File: config.mk
export PLATFORM = sky130hd
export DESIGN_NAME = cmosc_ctrl
export DESIGN_NICKNAME = d
export VERILOG_FILES = /design/src/logic/cmosc_pkg.sv /design/src/logic/cmosc_ctrl.sv /design/src/logic/cmosc_stop_det.sv
export SDC_FILE = /design/constraint.sdc
export NUM_CORES = 1
export LEC_CHECK = 0
export BUFFER_PORTS_ARGS = -buffer_cell sky130_fd_sc_hd__clkbuf_2
export CORE_MARGIN = 5
export CORE_UTILIZATION = 49
export CTS_BUF_LIST = sky130_fd_sc_hd__clkbuf_4
export DETAILED_ROUTE_END_ITERATION = 8
export PLACE_DENSITY = 0.75
export RECOVER_POWER = 100
export SYNTH_ARGS = -nofsm -noshare
export SYNTH_HDL_FRONTEND = slang
export SYNTH_SLANG_ARGS = --single-unit
File: constraint.sdc
create_clock -name CLK -period 5.3 [get_ports CLK]
set_input_delay 0.265 -clock CLK [delete_from_list [all_inputs] [get_ports CLK]]
set_output_delay 0.265 -clock CLK [all_outputs]
set_load 0.02 [all_outputs]
File: src/logic/cmosc_pkg.sv
// package: constants for the clock mode and oscillation-stop control block
package cmosc_pkg;
  localparam logic [7:0] CMOSC_MODE_RESET = 8'h80;
  localparam int CMOSC_BIT_DIV_HI = 7;
  localparam int CMOSC_BIT_DIV_LO = 6;
  localparam int CMOSC_BIT_OSC_SEL = 5;
  localparam int CMOSC_BIT_MAIN_STOP = 4;
  localparam int CMOSC_BIT_RING_STOP = 3;
  localparam logic [7:0] CMOSC_ONCE_MASK = 8'h23;
  localparam logic [1:0] CMOSC_DIV_RING8 = 2'h2;
  localparam int CMOSC_STOP_NS = 1000;
  localparam int CMOSC_CLK_NS = 10;
  localparam logic [7:0] CMOSC_STOP_CYCLES = 8'(CMOSC_STOP_NS / CMOSC_CLK_NS);
  localparam logic [7:0] CMOSC_RST_CYCLES = 8'h10;
  typedef enum logic [1:0] {CMOSC_WR_NONE, CMOSC_WR_FULL, CMOSC_WR_BIT}
    cmosc_wr_t;
  typedef enum {CMOSC_SRC_RING, CMOSC_SRC_MAIN} cmosc_src_t;
endpackage : cmosc_pkg

File: src/logic/cmosc_ctrl.sv
// clock mode register, source selection and oscillation-stop reset logic
`timescale 1ns/1ps
`default_nettype none
module cmosc_ctrl
  import cmosc_pkg::*;
(
  input wire logic CLK,
  input wire logic SYS_RST,
  input wire logic MODE_WR,
  input wire logic MODE_BIT_OP,
  input wire logic [7:0] MODE_WDATA,
  output logic [7:0] MODE_RDATA,
  input wire logic MAIN_OSC_INPUT,
  input wire logic DET_ACTIVE_WR,
  input wire logic DET_ACTIVE_WDATA,
  input wire logic STOP_RST_EN_WR,
  input wire logic STOP_RST_EN_WDATA,
  output logic DET_ACTIVE,
  output logic STOP_RST_EN,
  output logic STOP_STATUS,
  output logic MODE_LOCKED,
  output logic USE_MAIN_OSC,
  output logic RC_MODE,
  output logic MAIN_OSC_RUN,
  output logic RING_OSC_RUN,
  output logic [1:0] DIV_SEL,
  output logic INT_RST
);
  logic [7:0] mode, next_mode;
  logic locked, next_locked;
  logic det_active, next_det_active;
  logic stop_rst_en, next_stop_rst_en;
  logic status, next_status;
  logic [7:0] rst_cnt, next_rst_cnt;
  logic stopped;
  logic [7:0] wmask;
  logic int_rst;
  cmosc_wr_t wr_kind;
  cmosc_src_t src, next_src;

  cmosc_stop_det u_det (
    .clk(CLK),
    .rst(SYS_RST),
    .enable(det_active),
    .osc_in(MAIN_OSC_INPUT),
    .stopped(stopped)
  );

  assign int_rst = rst_cnt != 8'h00;

  always_comb
  begin
    if (!MODE_WR)
      wr_kind = CMOSC_WR_NONE;
    else if (MODE_BIT_OP)
      wr_kind = CMOSC_WR_BIT;
    else
      wr_kind = CMOSC_WR_FULL;
  end

  always_comb
  begin
    // once-only bits drop out of the write mask after the first write
    wmask = locked ? ~CMOSC_ONCE_MASK : 8'hFF;
    next_mode = mode;
    next_locked = locked;
    next_src = src;
    if (wr_kind != CMOSC_WR_NONE)
    begin
      next_mode = (mode & ~wmask) | (MODE_WDATA & wmask);
      next_locked = 1'b1;
    end
    // a bit op rewrites the whole byte, so it locks even when aimed elsewhere
    next_src = next_mode[CMOSC_BIT_MAIN_STOP] ? CMOSC_SRC_RING
             : (next_mode[7:6] == CMOSC_DIV_RING8 ? CMOSC_SRC_RING
                                                  : CMOSC_SRC_MAIN);
    case (src)
      CMOSC_SRC_MAIN:
        if (next_src == CMOSC_SRC_RING)
          next_mode[7:6] = CMOSC_DIV_RING8;
      CMOSC_SRC_RING:
        ;
      default:
        next_src = CMOSC_SRC_RING;
    endcase
  end

  always_comb
  begin
    next_det_active = det_active;
    next_stop_rst_en = stop_rst_en;
    next_status = status;
    next_rst_cnt = (rst_cnt != 8'h00) ? rst_cnt - 8'h01 : 8'h00;
    if (DET_ACTIVE_WR)
      next_det_active = DET_ACTIVE_WDATA;
    if (STOP_RST_EN_WR)
      next_stop_rst_en = STOP_RST_EN_WDATA;
    if (DET_ACTIVE_WR && !DET_ACTIVE_WDATA)
      next_status = 1'b0;
    // detection sets after the clear so a coincident event is kept
    if (det_active && stopped)
    begin
      next_status = 1'b1;
      if (stop_rst_en && !int_rst)
        next_rst_cnt = CMOSC_RST_CYCLES;
    end
  end

  always_ff @(posedge CLK)
  begin
    if (SYS_RST)
    begin
      mode <= CMOSC_MODE_RESET;
      locked <= 1'b0;
      src <= CMOSC_SRC_RING;
      det_active <= 1'b0;
      stop_rst_en <= 1'b0;
      status <= 1'b0;
      rst_cnt <= 8'h00;
    end
    else if (int_rst)
    begin
      // internal reset restarts the clock setup but spares the detector
      mode <= CMOSC_MODE_RESET;
      locked <= 1'b0;
      src <= CMOSC_SRC_RING;
      det_active <= det_active;
      stop_rst_en <= 1'b0;
      status <= status;
      rst_cnt <= next_rst_cnt;
    end
    else
    begin
      mode <= next_mode;
      locked <= next_locked;
      src <= next_src;
      det_active <= next_det_active;
      stop_rst_en <= next_stop_rst_en;
      status <= next_status;
      rst_cnt <= next_rst_cnt;
    end
  end

  assign MODE_RDATA = mode;
  assign DET_ACTIVE = det_active;
  assign STOP_RST_EN = stop_rst_en;
  assign STOP_STATUS = status;
  assign MODE_LOCKED = locked;
  assign USE_MAIN_OSC = src == CMOSC_SRC_MAIN;
  assign RC_MODE = mode[CMOSC_BIT_OSC_SEL];
  assign MAIN_OSC_RUN = !mode[CMOSC_BIT_MAIN_STOP];
  assign RING_OSC_RUN = !mode[CMOSC_BIT_RING_STOP];
  assign DIV_SEL = mode[7:6];
  assign INT_RST = int_rst;
endmodule : cmosc_ctrl
`default_nettype wire

File: src/logic/cmosc_stop_det.sv
// main oscillator stop detector: counts cycles without an input edge
`timescale 1ns/1ps
`default_nettype none
module cmosc_stop_det
  import cmosc_pkg::*;
(
  input wire logic clk,
  input wire logic rst,
  input wire logic enable,
  input wire logic osc_in,
  output logic stopped
);
  logic sync1, sync2, prev;
  logic [7:0] cnt;
  logic [7:0] next_cnt;
  logic next_stopped;

  always_comb
  begin
    next_cnt = cnt;
    next_stopped = stopped;
    if (!enable || (sync2 != prev))
    begin
      next_cnt = 8'h00;
      next_stopped = 1'b0;
    end
    else if (cnt == CMOSC_STOP_CYCLES)
      next_stopped = 1'b1;
    else
      next_cnt = cnt + 8'h01;
  end

  always_ff @(posedge clk)
  begin
    if (rst)
    begin
      sync1 <= 1'b0;
      sync2 <= 1'b0;
      prev <= 1'b0;
      cnt <= 8'h00;
      stopped <= 1'b0;
    end
    else
    begin
      sync1 <= osc_in;
      sync2 <= sync1;
      prev <= sync2;
      cnt <= next_cnt;
      stopped <= next_stopped;
    end
  end
endmodule : cmosc_stop_det
`default_nettype wire

======== Word-level counts from Yosys, hierarchy flattened ========
Cells that the tools add are included.
operators by class
  $add $sub $neg .......................... 2
  equality and inequality tests ........... 5
  mux-type cells .......................... 13
  bitwise logic cells ..................... 6
  reduce and logical (&&, ||, !) cells .... 20
operator list
  kind                 number
  $logic_not 32->1     2
  $eq 32x1->1 const B  1
  $eq 32x2->1 const B  1
  $mux 8               4
  $and 8x8->8          2
  $add 8x1->8 const B  1
  $eq 8x7->1 const B   1
  $mux 2               4
  $not 8->8            1
  $or 8x8->8           1
  $reduce_bool 8->1    1
  $sub 8x1->8 const B  1
  $mux 6               1
  $reduce_or 2->1      3
  $logic_not 1->1      5
  $mux 1               4
  $reduce_and 2->1     2
  $reduce_bool 2->1    2
  $logic_and 1x1->1    3
  $reduce_or 3->1      1
  $eq 2x2->1 const B   1
  $not 1->1            2
  $logic_or 1x1->1     1
  $ne 1x1->1           1
storage, ports and cells
  bits in registers ....................... 64
  bits of input ports ..................... 17
  logic and storage cells ................. 59

======== Depth between registers and ports, before layout ========
  depth after elaboration ................. 11
  gate-level depth with buffers ........... 7
  gate-level depth less buffers ........... 5

======== Cells and area by module ========
A second synthesis with hierarchy kept.
unflattened totals
  cell total of the unflattened synthesis .. 152
  area, all modules ....................... 1442.6 um^2
by module, submodules not included
  module          instances  cells an instance  area an instance (um^2)  sequential area each (um^2)
  cmosc_ctrl      1          96                 932.1                    420.4
  cmosc_stop_det  1          56                 510.5                    240.2

======== Least setup slack after synthesis ========
OpenSTA, ideal clock, no wires.
  path kind ............................... register to register
  from .................................... reg rst_cnt[4]
  to ...................................... reg mode[7], in the netlist MODE_RDATA[7]
  setup time .............................. 0.120 ns
  data arrival time ....................... 1.663 ns
  data required time ...................... 5.180 ns
  slack ................................... 3.517 ns
  stages on the path, launching flop included .. 6
  path through ............................ dfxtp_1 > or4_1 > buf_2 > or3_1 > buf_6 > a211o_1
on the way
  cells in the longest elaborated chain, start to end .. 2
RTL lines
  element                    RTL line           source
  start, declared            cmosc_ctrl.sv:34   logic [7:0] rst_cnt, next_rst_cnt;
  start signal, assigned     cmosc_ctrl.sv:130  rst_cnt <= next_rst_cnt;
  start signal, assigned     cmosc_ctrl.sv:140  rst_cnt <= next_rst_cnt;
  $reduce_bool 8->1          cmosc_ctrl.sv:49   assign int_rst = rst_cnt != 8'h00;
  $reduce_or 2->1 (no line)  n/a
  end signal, assigned       cmosc_ctrl.sv:134  mode <= next_mode;
  end, declared              cmosc_ctrl.sv:29   logic [7:0] mode, next_mode;
Every way passes these cells.
A chain may end at the register's enable or synchronous reset.

======== Worst setup path after layout ========
  from .................................... reg rst_cnt[4]
  to ...................................... out INT_RST
on the way
  cells in the longest elaborated chain, start to end .. 1
RTL lines
  element            RTL line          source
  $reduce_bool 8->1  cmosc_ctrl.sv:49
  end, declared      cmosc_ctrl.sv:27  output logic INT_RST
Every way passes these cells.

==> run_results.csv <==
group,metric,value,unit
route,antenna_left,0,
pwr,switching_share,0.368,
synthesis,ys_ff_latch,33,
timing,timing.final.crit_share,0.417,
timing,setup_tns,0,ns
floorplanning,dieArea,0.00409,sq mm
synthesis,netlist_area,0.00143,sq mm
min_path,holdCritPathClass,"primary input to flop",
route,first_iter_violations,38,
pwr,seq_power_share,0.472,
timing,finalSetupViolations,0,
critical_path,worstSetupPathType,"flop to output port",
pwr,p_leak,0.607,nW
flow_run,drv_cap,0,
route,wl,2.83,mm
clock_network,hold_buffers,0,
finish,layout-drive-gt1-share,0.126,
critical_path,worstSetupStartpointType,"flop",
route,drt_first_pass_iters,4,
placement,hpwl,2.22,mm
global_route,grt_first_pass_wirelength,4.95,mm
floorplanning,io_pins,36,
synthesis,synth_edf_count,0,
synthesis,synth_cells,151,
critical_path,reg2reg_slack,3.27,ns
finish,multi_input_comb_area,666,sq um
pwr,clkPwrFrac,0.197,
global_route,grt-ovfl-total,0,
pwr,power.density,417,mW/mm^2
critical_path,cp_max_fo,9,
clock_network,cts.path.max_buffers,2,
finish,diodes,0,
clock_network,clkSinkCount,33,
finish,regArea,661,sq um
finish,fill_cells,276,
floorplanning,initial_core_util,0.513,
placement,gp_routability_congestion,0.772,
timing,timing.fmax,452,MHz
timing,max_slew.worst_pin.slew,1.09,ns
timing,relSlewSlack,0.262,
timing,fin_crit,2.21,ns
synthesis,synthArstFlopShare,0,
placement,port-buffer-count,34,
critical_path,critPathRequiredTime,5.04,ns
synthesis,yosys_warnings,0,
global_route,grt_start_max_net_pins,13,
synthesis,synth_seq_area_share,0.463,
run_status,status,"finished, final reports clean",
clock_network,clock_latency,0.33,ns
clock_network,post_cts_buffers,0,
route,num_vias,1143,
finish,areaGrowthSynthToFinish,11.8,%
clock_network,clock-root-buffer,"clkbuf_4",
clock_network,cts_tree,"built",
clock_network,ctsResizeCount,0,
route,drc,0,
floorplanning,die_w,64.0,um
timing,grt_setup_unrepaired,"no",
synthesis,postSynthAreaPerCell,9.45,sq um
floorplanning,coreArea,0.00278,sq mm
synthesis,synth_cell_types,38,
timing,maxSlewViolCount,0,
route,wl_per_cell,13.3,um
critical_path,end_kind,"output port",
pwr,pwr-share-comb,0.331,
timing,fin_skew,0.00674,ns
pwr,report.power.total,0.665,mW
placement,dpl_worst_slack,3.31,ns
route,viasPerCell,5.37,
clock_network,cts.htree.levels,2,
global_route,grt_pass1_vias,1134,
synthesis,syn_nets,172,
pwr,p_int,0.420,mW
timing,setup_slack,3.09,ns
clock_network,cts_buffers,5,
synthesis,ys.flop_type,"dfxtp_1",
pwr,ir_drop,0.000348,V
pwr,switchingPower,0.245,mW
finish,nets,203,
timing,finalHoldViolations,0,
global_route,grt_use_total,0.153,
global_route,antenna_found_initial,0,
floorplanning,fp-row-count,19,
clock_network,clk_pin_slew,0.09,ns
floorplanning,dieHeight,64.0,um
critical_path,arrival,1.95,ns
[cells in the final DEF, fill, tap and decap left out, types with 6 or more instances in the layout]
cell type and n:
o21ai_0 7, a21oi_1 7, nor2b_1 6, nor2_1 12, dfxtp_1 33, nand3_1 8
nand2_1 7, clkbuf_2 14, inv_1 10, clkbuf_4 6, clkbuf_1 20, mux2i_1 9
[logic make-up (layout without fill, tap and decap cells)]
family,Yosys count,after routing,share of synthesized area
multiplexers,10,10,0.0710
AO/OA/AOI/OAI,27,27,0.128
buffers and inverters,20,51,0.0666
adder cells (fa/ha/maj),4,4,0.0351
flip-flops,33,33,0.463
XOR/XNOR,5,5,0.0307
AND/OR/NAND/NOR,52,52,0.206
[worst paths after layout]
| check | from | to | depth (start not counted) |
|---|---|---|---|
| worst max-delay path | rst_cnt[4]$_SDFF_PP0_ | INT_RST | 3 |
| worst max register to register | rst_cnt[4]$_SDFF_PP0_ | src[0]$_SDFF_PP0_ | 3 |
| worst min register to register | u_det.sync1$_SDFF_PP0_ | u_det.sync2$_SDFF_PP0_ | 1 |
| worst min-delay path | MAIN_OSC_INPUT | u_det.sync1$_SDFF_PP0_ | 2 |
[final cells by class]
cell class,instances,area share
multi-input cells,98,0.417
flip-flops and latches,33,0.414
repair buffers,34,0.0909
clock buffers,6,0.0282
well taps,31,0.0243
inverters,10,0.0235
clock inverters,1,0.00235
[cell usage after synthesis (4+ instances only)]
master | instances | area [sq um]
nand3_1 | 8 | 40.0
or3_1 | 4 | 25.0
nand2_1 | 7 | 26.3
dfxtp_1 | 33 | 661
clkbuf_1 | 5 | 18.8
a21oi_1 | 7 | 35.0
inv_1 | 10 | 37.5
nor2b_1 | 6 | 37.5
ha_1 | 4 | 50.1
o21ai_0 | 7 | 35.0
nor2_1 | 12 | 45.0
mux2i_1 | 9 | 90.1
or4_1 | 4 | 30.0
[critical path, cell delays in order, from the launching register on]
cell and delay, ns:
dfxtp_1 0.35, or4_1 0.66, or2_0 0.39, clkbuf_1 0.22
[power groups by stage]
stage               clock (mW)  combinational, mW  sequential [mW]
floorplan                    0              0.167            0.333
global placement             0              0.220            0.318
detailed placement           0              0.229            0.321
CTS                      0.137              0.231            0.315
global route             0.150              0.246            0.323
finish                   0.131              0.220            0.314
[through the flow]
step | utilization | hold slack, ns | area (sq um) | cells
2_1_floorplan | - | 0.393 | 1430 | 151
3_3_place_gp | 0.568 | 0.432 | 1580 | 206
3_5_place_dp | 0.568 | 0.429 | 1580 | 206
4_1_cts | 0.585 | 0.132 | 1630 | 213
5_1_grt | 0.574 | 0.125 | 1600 | 213
6_report | 0.574 | 0.149 | 1600 | 213
[metal layers]
metal	share of wire	global-route usage
met4	0.014	0.0701
met1	0.41	0.156
met2	0.53	0.275
met5	0	0
met3	0.047	0.0525
[state kept, by name (all words and copies together), names as in the netlist, named ones only]
| name | cells |
|---|---|
| rst_cnt | 8 |
| MODE_LOCKED | 1 |
| STOP_RST_EN | 1 |
| u_det.sync2 | 1 |
| u_det.cnt | 8 |
| DET_ACTIVE | 1 |
| u_det.stopped | 1 |
| STOP_STATUS | 1 |
| MODE_RDATA | 5 |
| u_det.sync1 | 1 |
| src | 1 |
| u_det.prev | 1 |
No activity file was read; power rests on OpenSTA's default activity.
